--- src/fcr_pkg.sv ---
/*
  Constants for the framer command register block: register byte offsets,
  bit positions, reset values and bus response codes.
  Assumes a 32-bit AXI4-Lite register bus with byte addressing.
*/
package fcr_pkg;

  // Bus widths and responses.
  localparam int AXI_ADDR_W = 8;
  localparam int AXI_DATA_W = 32;
  localparam logic [1:0] RESP_OKAY = 2'h0;
  localparam logic [1:0] RESP_SLVERR = 2'h2;

  // Register byte offsets.
  localparam logic [7:0] OFF_CMD = 8'h00;
  localparam logic [7:0] OFF_FLAGS = 8'h04;
  localparam logic [7:0] OFF_IRQ_STAT = 8'h08;
  localparam logic [7:0] OFF_IRQ_MASK = 8'h0C;
  localparam logic [7:0] OFF_CONDITION_REGISTER = 8'h10;

  // Command register bit positions.
  localparam int CMD_ADDR0 = 0;
  localparam int CMD_ADDR1 = 1;
  localparam int CMD_ADDR2 = 2;
  localparam int CMD_ADDR3_TEST = 3;
  localparam int CMD_START = 4;
  localparam int CMD_ERR_ACK = 5;
  localparam int CMD_TX_ACK = 6;
  localparam int CMD_RX_ACK = 7;

  // Condition register bit positions.
  localparam int CONDITION_REGISTER_SOFT_RESET = 0;
  localparam int CONDITION_REGISTER_CONFIG = 1;

  // Interrupt status and mask bit positions.
  localparam int IRQ_ERR = 0;
  localparam int IRQ_TX = 1;
  localparam int IRQ_RX = 2;
  localparam int IRQ_LAUNCH = 3;
  localparam int IRQ_W = 4;

  // Reset values.
  localparam logic [4:0] CMD_RESET = 5'h00;
  localparam logic [IRQ_W-1:0] IRQ_MASK_RESET = 4'h0;
  localparam logic CONFIG_RESET = 1'b0;

  // Falling edges of octet sync after a start request before launch.
  localparam logic [1:0] SYNC_EDGES_TO_LAUNCH = 2'h2;

endpackage

--- src/fcr_top.sv ---
/*
  Command register of a multiframe framer behind an AXI4-Lite slave, with
  transmitter start alignment to octet sync and interrupt flag handling.
  Assumes one 40 MHz clock, asynchronous active-high reset, event inputs
  from logic on the same clock, and the mode and sync pins asynchronous.
*/
// Implementation choices: register access over AXI4-Lite and the placing of the registers.
`timescale 1ns/1ps
module fcr_top (
  input wire logic clk,
  input wire logic rst,
  input wire logic [fcr_pkg::AXI_ADDR_W-1:0] s_axi_awaddr,
  input wire logic s_axi_awvalid,
  output logic s_axi_awready,
  input wire logic [fcr_pkg::AXI_DATA_W-1:0] s_axi_wdata,
  input wire logic [3:0] s_axi_wstrb,
  input wire logic s_axi_wvalid,
  output logic s_axi_wready,
  output logic [1:0] s_axi_bresp,
  output logic s_axi_bvalid,
  input wire logic s_axi_bready,
  input wire logic [fcr_pkg::AXI_ADDR_W-1:0] s_axi_araddr,
  input wire logic s_axi_arvalid,
  output logic s_axi_arready,
  output logic [fcr_pkg::AXI_DATA_W-1:0] s_axi_rdata,
  output logic [1:0] s_axi_rresp,
  output logic s_axi_rvalid,
  input wire logic s_axi_rready,
  input wire logic mode_test_pin,
  input wire logic octet_sync_input,
  input wire logic err_event,
  input wire logic tx_event,
  input wire logic rx_event,
  output logic [3:0] data_reg_addr,
  output logic test_mode,
  output logic tx_launch,
  output logic tx_armed,
  output logic error_irq,
  output logic tx_irq,
  output logic rx_irq,
  output logic irq
);
  import fcr_pkg::*;

  // Decodes a register offset from the word-aligned part of an address.
  function automatic logic addr_is(input logic [AXI_ADDR_W-1:0] a,
                                   input logic [7:0] off);
    addr_is = (a[AXI_ADDR_W-1:2] == off[AXI_ADDR_W-1:2]);
  endfunction

  // Tells whether an address hits any mapped register.
  function automatic logic addr_mapped(input logic [AXI_ADDR_W-1:0] a);
    addr_mapped = addr_is(a, OFF_CMD) || addr_is(a, OFF_FLAGS) ||
                  addr_is(a, OFF_IRQ_STAT) || addr_is(a, OFF_IRQ_MASK) ||
                  addr_is(a, OFF_CONDITION_REGISTER);
  endfunction

  logic aw_have_r;
  logic w_have_r;
  logic [AXI_ADDR_W-1:0] aw_addr_r;
  logic [7:0] w_data_r;
  logic w_lane0_r;
  logic wr_fire;
  logic wr_lane;
  logic rd_fire;
  logic [4:0] cmd_r;
  logic start_d_r;
  logic start_rise;
  logic config_r;
  logic soft_reset;
  logic ack_err;
  logic ack_tx;
  logic ack_rx;
  logic err_flag_r;
  logic tx_flag_r;
  logic rx_flag_r;
  logic err_set;
  logic tx_set;
  logic rx_set;
  logic [IRQ_W-1:0] irq_stat_r;
  logic [IRQ_W-1:0] irq_mask_r;
  logic [IRQ_W-1:0] irq_events;
  logic mode_s1_r;
  logic mode_s2_r;
  logic sync_s1_r;
  logic sync_s2_r;
  logic sync_s3_r;
  logic sync_fall;
  logic [1:0] sync_edges_r;
  logic launch_now;
  logic [7:0] rd_byte;

  // A write is carried out once both address and data are held.
  assign wr_fire = aw_have_r && w_have_r && !s_axi_bvalid;
  assign wr_lane = wr_fire && w_lane0_r;
  assign rd_fire = s_axi_arvalid && s_axi_arready;

  // Write address channel: take the address, then wait for the response.
  always_ff @(posedge clk or posedge rst) begin
    if (rst) begin
      aw_have_r <= 1'b0;
      aw_addr_r <= '0;
      s_axi_awready <= 1'b1;
    end else if (s_axi_awvalid && s_axi_awready) begin
      aw_have_r <= 1'b1;
      aw_addr_r <= s_axi_awaddr;
      s_axi_awready <= 1'b0;
    end else if (wr_fire) begin
      aw_have_r <= 1'b0;
    end else if (s_axi_bvalid && s_axi_bready) begin
      s_axi_awready <= 1'b1;
    end
  end

  // Write data channel: only the low byte lane carries register bits.
  always_ff @(posedge clk or posedge rst) begin
    if (rst) begin
      w_have_r <= 1'b0;
      w_data_r <= 8'h00;
      w_lane0_r <= 1'b0;
      s_axi_wready <= 1'b1;
    end else if (s_axi_wvalid && s_axi_wready) begin
      w_have_r <= 1'b1;
      w_data_r <= s_axi_wdata[7:0];
      w_lane0_r <= s_axi_wstrb[0];
      s_axi_wready <= 1'b0;
    end else if (wr_fire) begin
      w_have_r <= 1'b0;
    end else if (s_axi_bvalid && s_axi_bready) begin
      s_axi_wready <= 1'b1;
    end
  end

  // Write response: unmapped addresses answer with a slave error.
  always_ff @(posedge clk or posedge rst) begin
    if (rst) begin
      s_axi_bvalid <= 1'b0;
      s_axi_bresp <= RESP_OKAY;
    end else if (wr_fire) begin
      s_axi_bvalid <= 1'b1;
      s_axi_bresp <= addr_mapped(aw_addr_r) ? RESP_OKAY : RESP_SLVERR;
    end else if (s_axi_bready) begin
      s_axi_bvalid <= 1'b0;
    end
  end

  // Write strobes of the single-cycle command and condition bits.
  assign soft_reset = wr_lane && addr_is(aw_addr_r, OFF_CONDITION_REGISTER) &&
                      w_data_r[CONDITION_REGISTER_SOFT_RESET];
  assign ack_err = wr_lane && addr_is(aw_addr_r, OFF_CMD) &&
                   w_data_r[CMD_ERR_ACK];
  assign ack_tx = wr_lane && addr_is(aw_addr_r, OFF_CMD) &&
                  w_data_r[CMD_TX_ACK];
  assign ack_rx = wr_lane && addr_is(aw_addr_r, OFF_CMD) &&
                  w_data_r[CMD_RX_ACK];

  // Stored command bits; soft reset clears test select and start.
  always_ff @(posedge clk or posedge rst) begin
    if (rst) begin
      cmd_r <= CMD_RESET;
    end else if (soft_reset) begin
      cmd_r[CMD_ADDR3_TEST] <= 1'b0;
      cmd_r[CMD_START] <= 1'b0;
    end else if (wr_lane && addr_is(aw_addr_r, OFF_CMD)) begin
      cmd_r <= w_data_r[4:0];
    end
  end

  // Configuration option lives beside the soft reset in the condition reg.
  always_ff @(posedge clk or posedge rst) begin
    if (rst) begin
      config_r <= CONFIG_RESET;
    end else if (wr_lane && addr_is(aw_addr_r, OFF_CONDITION_REGISTER)) begin
      config_r <= w_data_r[CONDITION_REGISTER_CONFIG];
    end
  end

  // Rising edge of the start bit, however briefly it was set.
  always_ff @(posedge clk or posedge rst) begin
    if (rst) begin
      start_d_r <= 1'b0;
    end else begin
      start_d_r <= cmd_r[CMD_START];
    end
  end
  assign start_rise = cmd_r[CMD_START] && !start_d_r;

  // Two-flop synchronisers for the asynchronous pins.
  always_ff @(posedge clk or posedge rst) begin
    if (rst) begin
      mode_s1_r <= 1'b0;
      mode_s2_r <= 1'b0;
      sync_s1_r <= 1'b0;
      sync_s2_r <= 1'b0;
      sync_s3_r <= 1'b0;
    end else begin
      mode_s1_r <= mode_test_pin;
      mode_s2_r <= mode_s1_r;
      sync_s1_r <= octet_sync_input;
      sync_s2_r <= sync_s1_r;
      sync_s3_r <= sync_s2_r;
    end
  end
  assign sync_fall = sync_s3_r && !sync_s2_r;

  // Launch waits for the second falling sync edge after the start request.
  // A fresh start in the same cycle restarts the wait; a soft reset in that cycle cancels the request.
  assign launch_now = tx_armed && sync_fall && !start_rise && !soft_reset &&
                      (sync_edges_r == SYNC_EDGES_TO_LAUNCH - 2'h1);

  // Arming and edge counting of the transmitter start.
  always_ff @(posedge clk or posedge rst) begin
    if (rst) begin
      tx_armed <= 1'b0;
      sync_edges_r <= 2'h0;
    end else if (soft_reset) begin
      tx_armed <= 1'b0;
      sync_edges_r <= 2'h0;
    end else if (start_rise) begin
      tx_armed <= 1'b1;
      sync_edges_r <= 2'h0;
    end else if (launch_now) begin
      tx_armed <= 1'b0;
      sync_edges_r <= 2'h0;
    end else if (tx_armed && sync_fall) begin
      sync_edges_r <= sync_edges_r + 2'h1;
    end
  end

  // One-cycle pulse telling the framer to send frame one, bit one.
  always_ff @(posedge clk or posedge rst) begin
    if (rst) begin
      tx_launch <= 1'b0;
    end else begin
      tx_launch <= launch_now;
    end
  end

  // Data register address and test mode, with the pin-driven overrides.
  always_ff @(posedge clk or posedge rst) begin
    if (rst) begin
      data_reg_addr <= 4'h0;
      test_mode <= 1'b0;
    end else if (config_r) begin
      data_reg_addr <= cmd_r[3:0];
      test_mode <= mode_s2_r;
    end else begin
      data_reg_addr[CMD_ADDR0] <= mode_s2_r | cmd_r[CMD_ADDR0];
      data_reg_addr[CMD_ADDR1] <= mode_s2_r ? 1'b0 : cmd_r[CMD_ADDR1];
      data_reg_addr[CMD_ADDR2] <= mode_s2_r ? 1'b0 : cmd_r[CMD_ADDR2];
      data_reg_addr[CMD_ADDR3_TEST] <= 1'b0;
      test_mode <= cmd_r[CMD_ADDR3_TEST];
    end
  end

  // Flags are raised only while interrupts are enabled by the start bit.
  assign err_set = err_event && cmd_r[CMD_START];
  assign tx_set = tx_event && cmd_r[CMD_START];
  assign rx_set = rx_event && cmd_r[CMD_START];

  // Interrupt flags: an event in the acknowledge cycle wins over the clear.
  always_ff @(posedge clk or posedge rst) begin
    if (rst) begin
      err_flag_r <= 1'b0;
      tx_flag_r <= 1'b0;
      rx_flag_r <= 1'b0;
    end else begin
      err_flag_r <= err_set | (err_flag_r & !ack_err);
      tx_flag_r <= tx_set | (tx_flag_r & !ack_tx);
      rx_flag_r <= rx_set | (rx_flag_r & !ack_rx);
    end
  end

  // Events that latch into the sticky interrupt status.
  assign irq_events[IRQ_ERR] = err_set;
  assign irq_events[IRQ_TX] = tx_set;
  assign irq_events[IRQ_RX] = rx_set;
  assign irq_events[IRQ_LAUNCH] = launch_now;

  // Sticky status, cleared by a read; a new event in that cycle survives.
  always_ff @(posedge clk or posedge rst) begin
    if (rst) begin
      irq_stat_r <= '0;
    end else if (rd_fire && addr_is(s_axi_araddr, OFF_IRQ_STAT)) begin
      irq_stat_r <= irq_events;
    end else begin
      irq_stat_r <= irq_stat_r | irq_events;
    end
  end

  // Interrupt mask, same layout as the status.
  always_ff @(posedge clk or posedge rst) begin
    if (rst) begin
      irq_mask_r <= IRQ_MASK_RESET;
    end else if (wr_lane && addr_is(aw_addr_r, OFF_IRQ_MASK)) begin
      irq_mask_r <= w_data_r[IRQ_W-1:0];
    end
  end

  // Interrupt outputs, all silenced while the start bit is low.
  always_ff @(posedge clk or posedge rst) begin
    if (rst) begin
      error_irq <= 1'b0;
      tx_irq <= 1'b0;
      rx_irq <= 1'b0;
      irq <= 1'b0;
    end else begin
      error_irq <= err_flag_r && cmd_r[CMD_START];
      tx_irq <= tx_flag_r && cmd_r[CMD_START];
      rx_irq <= rx_flag_r && cmd_r[CMD_START];
      irq <= (|(irq_stat_r & irq_mask_r)) && cmd_r[CMD_START];
    end
  end

  // Read multiplexer; acknowledge and soft reset bits read as zero.
  always_comb begin
    rd_byte = 8'h00;
    if (addr_is(s_axi_araddr, OFF_CMD)) begin
      rd_byte = {3'h0, cmd_r};
    end else if (addr_is(s_axi_araddr, OFF_FLAGS)) begin
      rd_byte = {rx_flag_r, tx_flag_r, err_flag_r, 5'h00};
    end else if (addr_is(s_axi_araddr, OFF_IRQ_STAT)) begin
      rd_byte = {4'h0, irq_stat_r};
    end else if (addr_is(s_axi_araddr, OFF_IRQ_MASK)) begin
      rd_byte = {4'h0, irq_mask_r};
    end else if (addr_is(s_axi_araddr, OFF_CONDITION_REGISTER)) begin
      rd_byte = {6'h00, config_r, 1'b0};
    end
  end

  // Read channel: one read at a time, answered the cycle after the address.
  always_ff @(posedge clk or posedge rst) begin
    if (rst) begin
      s_axi_arready <= 1'b1;
      s_axi_rvalid <= 1'b0;
      s_axi_rdata <= '0;
      s_axi_rresp <= RESP_OKAY;
    end else if (rd_fire) begin
      s_axi_arready <= 1'b0;
      s_axi_rvalid <= 1'b1;
      s_axi_rdata <= {24'h000000, rd_byte};
      s_axi_rresp <= addr_mapped(s_axi_araddr) ? RESP_OKAY : RESP_SLVERR;
    end else if (s_axi_rvalid && s_axi_rready) begin
      s_axi_arready <= 1'b1;
      s_axi_rvalid <= 1'b0;
    end
  end

endmodule

--- config.mk ---
export PLATFORM = sky130hd
export DESIGN_NAME = fcr_top
export DESIGN_NICKNAME = d
export VERILOG_FILES = /design/src/fcr_pkg.sv /design/src/fcr_top.sv
export SDC_FILE = /design/constraint.sdc
export NUM_CORES = 1
export LEC_CHECK = 0
export BUFFER_PORTS_ARGS = -buffer_cell sky130_fd_sc_hd__buf_2
export CAP_MARGIN = 20
export CORE_UTILIZATION = 45
export CTS_CLUSTER_SIZE = 14
export DETAILED_ROUTE_END_ITERATION = 16
export GPL_TIMING_DRIVEN = 0
export PLACE_DENSITY_LB_ADDON = 0.15
export SLEW_MARGIN = 20
export SYNTH_ARGS = -nofsm -noshare
export SYNTH_HDL_FRONTEND = slang
export SYNTH_SLANG_ARGS = --single-unit
--- constraint.sdc ---
create_clock -name clk -period 3.7 [get_ports clk]
set_input_delay 0.37 -clock clk [delete_from_list [all_inputs] [get_ports clk]]
set_output_delay 0.37 -clock clk [all_outputs]
set_load 0.005 [all_outputs]
==> out/metrics.csv, run 1 <==
stage,metric,value,unit
logic_synthesis,yosysTopAreaCell,dfrtp_1,
clock_network,clock_path_buffers,2,
logic_synthesis,synth.yosys.seq_area_share,58.4,%
setup_path,cp-end-kind,flip-flop,
cells_and_area,drive_gt1_share,39.9,%
logic_synthesis,synthSimpleGateAreaFrac,12.3,%
cells_and_area,area_growth,25.5,%
setup_path,cp.arrival,2.23,ns
power_and_ir_drop,p_leak,1.91,nW
floorplanning,dieArea,6820,um2
detailed_routing,vias_per_cell,4.74,
logic_synthesis,synth_compound_area_share,7.88,%
power_and_ir_drop,p_per_area,589,nW/um2
setup_path,path_delay_family,simple AND/OR/NAND/NOR gates,
floorplanning,core-area,6100,um2
setup_path,crit_type,flip-flop to flip-flop,
sta,drv_slew,0,
clock_network,hold_buffers,0,
detailed_routing,dr.pass1.iters,4,
logic_synthesis,synth.most_common_cell,dfrtp_1,
floorplanning,initial_core_util,47.9,%
grt,grt_max_degree,37,
sta,report.final.hold_viol_count,0,
placement,hpwlAfterDp,3940,um
logic_synthesis,synthFlopType,dfrtp_1,
job,cap_violations,0,
floorplanning,dieHeight,82.6,um
sta,worstMarginPinSlew,0.844,ns
logic_synthesis,synth_area_leaders,"dfrtp_1, mux2_2, buf_4, dfstp_2, mux2i_1",
sta,setup_tns,0,ns
clock_network,cts_tree,built,
sta,layout_min_cycle_time,2.05,ns
logic_synthesis,synth.cell_area,2920,um2
clock_network,cts_sinks,68,
setup_path,cpMaxStageDelayCell,nor4_1,
sta,max_slew_margin,43.2,%
logic_synthesis,async_flop_share,100,%
detailed_routing,drtIter0Drc,79,
sta,final.setup_skew,0.00613,ns
grt,antenna_found_initial,0,
logic_synthesis,synth_edf_count,0,
logic_synthesis,synth_cells,234,
setup_path,crit_path_start_kind,flip-flop,
setup_path,cp.buffers_inverters,0,
logic_synthesis,ys_warn_count,0,
power_and_ir_drop,ir_drop,0.000448,V
clock_network,cts_max_level,3,
detailed_routing,drt-wirelength-per-cell,13.2,um
placement,post-place-ws,1.66,ns
sta,setup_violations,0,
worst_hold_path,hp-class,input pin to asynchronous set/reset pin,
logic_synthesis,yosysUniqueCellTypes,41,
detailed_routing,totalWireLength,5380,um
setup_path,cp.required,3.89,ns
grt,grt_pass1_vias,1843,
placement,port_buffers,57,
grt,overflow,0,
clock_network,cts_buffers,9,
clock_network,clock-root-buffer,clkbuf_8,
sta,rsz0062_at_grt,no,
setup_path,path_cells,or4b_4 -> nor4_1 -> o22ai_1,
logic_synthesis,synth_xor_area_share,0.300,%
clock_network,clk_pin_slew,0.07,ns
floorplanning,rows,28,
sta,period_share,55.3,%
logic_synthesis,ys_top_cells_by_count,"dfrtp_1, buf_4, mux2_2, nand2_1, inv_1",
grt,grt_usage,17.5,%
logic_synthesis,synth_top_family_by_area,simple AND/OR/NAND/NOR gates,
setup_path,slowest_delay,0.72,ns
clock_network,cts_setup_buffers,0,
detailed_routing,vias,1934,
grt,grt_pass1_wl,8590,um
floorplanning,pin_count,116,
placement,gp_congestion,0.763,
logic_synthesis,syn_avg_cell_area,12.5,um2
detailed_routing,drcViolationCount,0,
setup_path,cp_max_fo,6,
cells_and_area,insertedDiodeCount,0,
logic_synthesis,synthAdderAreaFrac,0,%
floorplanning,die_x,82.6,um
detailed_routing,drtAntennaViolNets,0,
sta,fmax,489,MHz
logic_synthesis,synth_seq_cells,68,
logic_synthesis,synth_top_area_share,55.7,%
sta,timing.final.ws_setup,1.65,ns
logic_synthesis,synthMuxAreaShare,11.8,%
clock_network,post_cts_resized,0,
outcome,status,"complete, no violations",
clock_network,worstSkewPairLatency,0.34,ns
cells_and_area,fin_nets,392,
## sequential cells by signal (all words and copies together) (netlist names), 2 cells and up
signal,count
s_axi_rdata,8
w_data_r,8
aw_addr_r,6
cmd_r,5
data_reg_addr,4
irq_mask_r,4
irq_stat_r,4
sync_edges_r,2
## kinds of logic (layout without fill, tap and decap cells)
kind of cell	after synthesis	in the layout
xor+xnor	1	1
simple gates	57	57
compound gates	34	34
mux	30	30
buf+inv	43	117
other cells	1	26
flops	68	68
## per-layer routing
layer / wire (um) / GRT usage (%) / vias up
li1: - / - / 964
met1: 2490 / 23.0 / 895
met3: 355 / 5.71 / 10
met4: 85 / 6.72 / 0
met5: 0 / 0 / -
met2: 2460 / 27.0 / 65
## metrics by stage
stage / power [mW] / utilization, % / std cells / hold WS, ns / area (um2)
floorplan: 1.29 / - / 259 / 0.331 / 3010
global placement: 1.40 / 55.7 / 391 / 0.331 / 3390
detailed placement: 1.42 / 56.0 / 392 / 0.335 / 3420
CTS: 2.18 / 60.1 / 408 / 0.0361 / 3670
global route: 2.29 / 60.1 / 408 / 0.0481 / 3670
finish: 2.16 / 60.1 / 408 / 0.0285 / 3670
## area by class of cell
| cell class | instances | area (um2) |
|---|---|---|
| Clock inverter | 4 | 95.1 |
| Timing Repair Buffer | 58 | 305 |
| Multi-Input combinational cell | 148 | 1040 |
| Inverter | 11 | 43.8 |
| Tap cell | 75 | 93.8 |
| Buffer | 32 | 225 |
| Fill cell | 523 | 2430 |
| Sequential cell | 68 | 1710 |
| Clock buffer | 12 | 155 |
## power by group
part	switching [mW]	internal [mW]	total, mW
combinational	0.156	0.206	0.362
clock	0.272	0.484	0.756
sequential	0.128	0.914	1.04
## path summary, 6_finish.rpt
| path | endpoint | cells after the start | slack [ns] | startpoint |
|---|---|---|---|---|
| min | sync_s2_r | 2 | 0.03 | rst |
| max in group asynchronous | s_axi_arready | 3 | 3.08 | rst |
| max reg2reg | irq_stat_r[3] | 3 | 1.65 | aw_addr_r[5] |
| max | irq_stat_r[3] | 3 | 1.65 | aw_addr_r[5] |
| min reg2reg | mode_s2_r | 0 | 0.35 | mode_s1_r |
| min in group clk | mode_s1_r | 1 | 0.13 | mode_test_pin |
## placed cells by master (no fill, tap or decap), drive strengths merged
master,count
nand2,13
nand2b,3
conb,26
or4,3
nand4b,3
mux2i,6
mux2,24
or4b,1
o21a,1
a21oi,5
nor2,3
o22ai,1
nor3,7
a22oi,3
nand3b,2
dfstp,3
or4bb,2
nor4b,2
nor2b,3
o21ai,9
clkbuf,17
a22o,6
bufinv,3
buf,85
or2,1
a211o,3
inv,11
a31oi,3
a311oi,1
and2,9
clkinv,1
a221o,1
or3,2
a21boi,1
dfrtp,65
xor2,1
nor4,3
## worst reg2reg max path, stage by stage (launching register included)
cell and delay [ns]:
dfrtp_1 0.39, or4b_4 0.58, nor4_1 0.72, o22ai_1 0.19
Power figures use the tool's default switching activity.
==> run 2, diff against run 1 <==
==> constraint.sdc (replaced) <==
create_clock -name clk -period 2.1 [get_ports clk]
set_input_delay 0.21 -clock clk [delete_from_list [all_inputs] [get_ports clk]]
set_output_delay 0.21 -clock clk [all_outputs]
set_load 0.005 [all_outputs]
==> run 2 against run 1 <==
Net effect:
- non-clock buffer count up 3
- design area up 0.99%
- setup slack got worse by 1.6 ns
- critical path depth increased by 1
- worst hold slack lost 0.0086 ns
- clock power grew 76%
- via count is 1.0% higher
- critical endpoint is now irq_mask_r[0]
- largest cell class unchanged
==> out/metrics.csv, run 2 (synthesized netlist as in run 1, its figures left out) <==
stage,metric,value,unit,change
outcome,status,"complete, no violations",,unchanged
floorplanning,pin_count,116,,unchanged
clock_network,cts_sinks,68,,unchanged
power_and_ir_drop,p_per_area,1030,nW/um2,was 589 nW/um2
cells_and_area,final_util,60.7,%,was 60.1%
grt,antenna_found_initial,0,,unchanged
cells_and_area,reg_top3,"s_axi_rdata (8), w_data_r (8), aw_addr_r (6)",,unchanged
sta,max_slew_margin,55.8,%,was 43.2%
sta,rsz0062_at_grt,no,,unchanged
sta,drv_slew,0,,unchanged
sta,holdWs,0.0199,ns,was 0.0285 ns
cells_and_area,area_growth,26.8,%,was 25.5%
cells_and_area,fin_nets,395,,was 392
detailed_routing,totalWireLength,5400,um,was 5380 um
sta,layout_min_cycle_time,2.04,ns,was 2.05 ns
setup_path,worst_r2r_path_depth,4,,was 3
sta,worstMarginPinSlew,0.657,ns,was 0.844 ns
setup_path,cp.required,2.32,ns,was 3.89 ns
sta,report.final.hold_viol_count,0,,unchanged
clock_network,clock-root-buffer,clkbuf_8,,unchanged
job,cap_violations,0,,unchanged
setup_path,cp-end-kind,flip-flop,,unchanged
setup_path,reg2reg_slack,0.06,ns,was 1.65 ns
power_and_ir_drop,ir_drop,0.000796,V,was 0.000448 V
clock_network,cts_setup_buffers,0,,unchanged
floorplanning,dieArea,6820,um2,unchanged
cells_and_area,mostFrequentLayoutCell,dfrtp_1,,unchanged
grt,grt_max_degree,37,,unchanged
floorplanning,dieHeight,82.6,um,unchanged
floorplanning,core-area,6100,um2,unchanged
setup_path,crit_path_start_kind,flip-flop,,unchanged
setup_path,crit_start,aw_addr_r[5],,unchanged
detailed_routing,drtAntennaViolNets,0,,unchanged
setup_path,cp-endpoint,irq_mask_r[0],,was irq_stat_r[3]
setup_path,regToRegEndpoint,irq_mask_r[0],,was irq_stat_r[3]
sta,fmax,491,MHz,was 489 MHz
detailed_routing,drtIter0Drc,88,,was 79
setup_path,cp.arrival,2.26,ns,was 2.23 ns
sta,period_share,97.1,%,was 55.3%
floorplanning,initial_core_util,47.9,%,unchanged
clock_network,cts_buffers,9,,unchanged
clock_network,clock_path_buffers,2,,unchanged
grt,grt_pass1_wl,8630,um,was 8590 um
placement,gp_congestion,0.763,,unchanged
worst_hold_path,hp-class,input pin to flip-flop,,was input pin to asynchronous set/reset pin
clock_network,clk_pin_slew,0.07,ns,about the same
floorplanning,rows,28,,unchanged
power_and_ir_drop,total_power,3.82,mW,was 2.16 mW
placement,port_buffers,57,,unchanged
clock_network,cts_tree,built,,unchanged
grt,overflow,0,,unchanged
grt,grt_usage,17.6,%,was 17.5%
floorplanning,die_x,82.6,um,unchanged
clock_network,worstSkewPairLatency,0.34,ns,about the same
sta,setup_tns,0,ns,unchanged
detailed_routing,vias_per_cell,4.75,,was 4.74
clock_network,cts_max_level,3,,unchanged
detailed_routing,dr.pass1.iters,4,,unchanged
power_and_ir_drop,p_leak,1.92,nW,was 1.91 nW
cells_and_area,mostFrequentLayoutCells,"dfrtp_1, buf_2, buf_4, conb_1, mux2_2",,unchanged
detailed_routing,drt-wirelength-per-cell,13.1,um,was 13.2 um
detailed_routing,drcViolationCount,0,,unchanged
placement,hpwlAfterDp,3940,um,unchanged
cells_and_area,drive_gt1_share,39.9,%,about the same
sta,setup_violations,0,,unchanged
sta,final.setup_skew,0.00622,ns,was 0.00613 ns
setup_path,crit_type,flip-flop to flip-flop,,unchanged
setup_path,cp_max_fo,6,,unchanged
cells_and_area,insertedDiodeCount,0,,unchanged
setup_path,reg2reg_from,aw_addr_r[5],,unchanged
grt,grt_pass1_vias,1862,,was 1843
detailed_routing,vias,1954,,was 1934
## run 2: changes by cell type in the layout (fill, tap and decap cells not counted), sizes merged
cell and change:
dlygate4sd3 +3
## run 2: timing repair
item,4_1_cts,5_1_grt
hold buffers,3,0
setup endpoints to repair,0,1
resized for setup,0,1
hold endpoints to repair,34,0
## run 2: layout make-up
cell class	count	area, um2
inverters	11	43.8
multi-input cells	148	1050
flip-flops and latches	68	1710
plain buffers	32	225
well taps	75	93.8
clock inverters	4	95.1
repair buffers	61	335
clock buffers	12	155
fillers	523	2390
## run 2: metrics by stage
stage	std cells	worst slack, ns	area [um2]
floorplan	259	0.140	3010
global placement	391	-0.599	3390
detailed placement	392	0.0647	3420
CTS	411	0.0424	3700
global route	411	0.00172	3700
finish	411	0.0615	3700
## run 2: routing by layer
metal / global-route usage, % / wire length, um
met4: 6.72 / 85
met2: 27.3 / 2470
met5: 0 / 0
met3: 5.71 / 355
met1: 23.0 / 2500
## run 2: report_power, final
group	internal [mW]	switching [mW]
Sequential	1.61	0.226
Combinational	0.367	0.281
Clock	0.853	0.479
## run 2: how the worst min path moves through the flow
stage	startpoint	cells past startpoint	slack [ns]	to
2_1_floorplan	mode_test_pin	0	0.24	mode_s1_r
3_3_place_gp	octet_sync_input	1	0.32	sync_s1_r
4_1_cts	s_axi_wvalid	2	0.01	s_axi_wready
3_5_place_dp	rst	2	0.24	sync_s1_r
6_report	s_axi_wvalid	2	0.02	s_axi_wready
5_1_grt	s_axi_awvalid	2	0.0004	s_axi_awready
## run 2: worst max-delay path: stages, from the launching register on
cell and delay, ns:
dfrtp_1 0.39, or4b_4 0.59, or4_4 0.50, buf_6 0.15, mux2_4 0.28
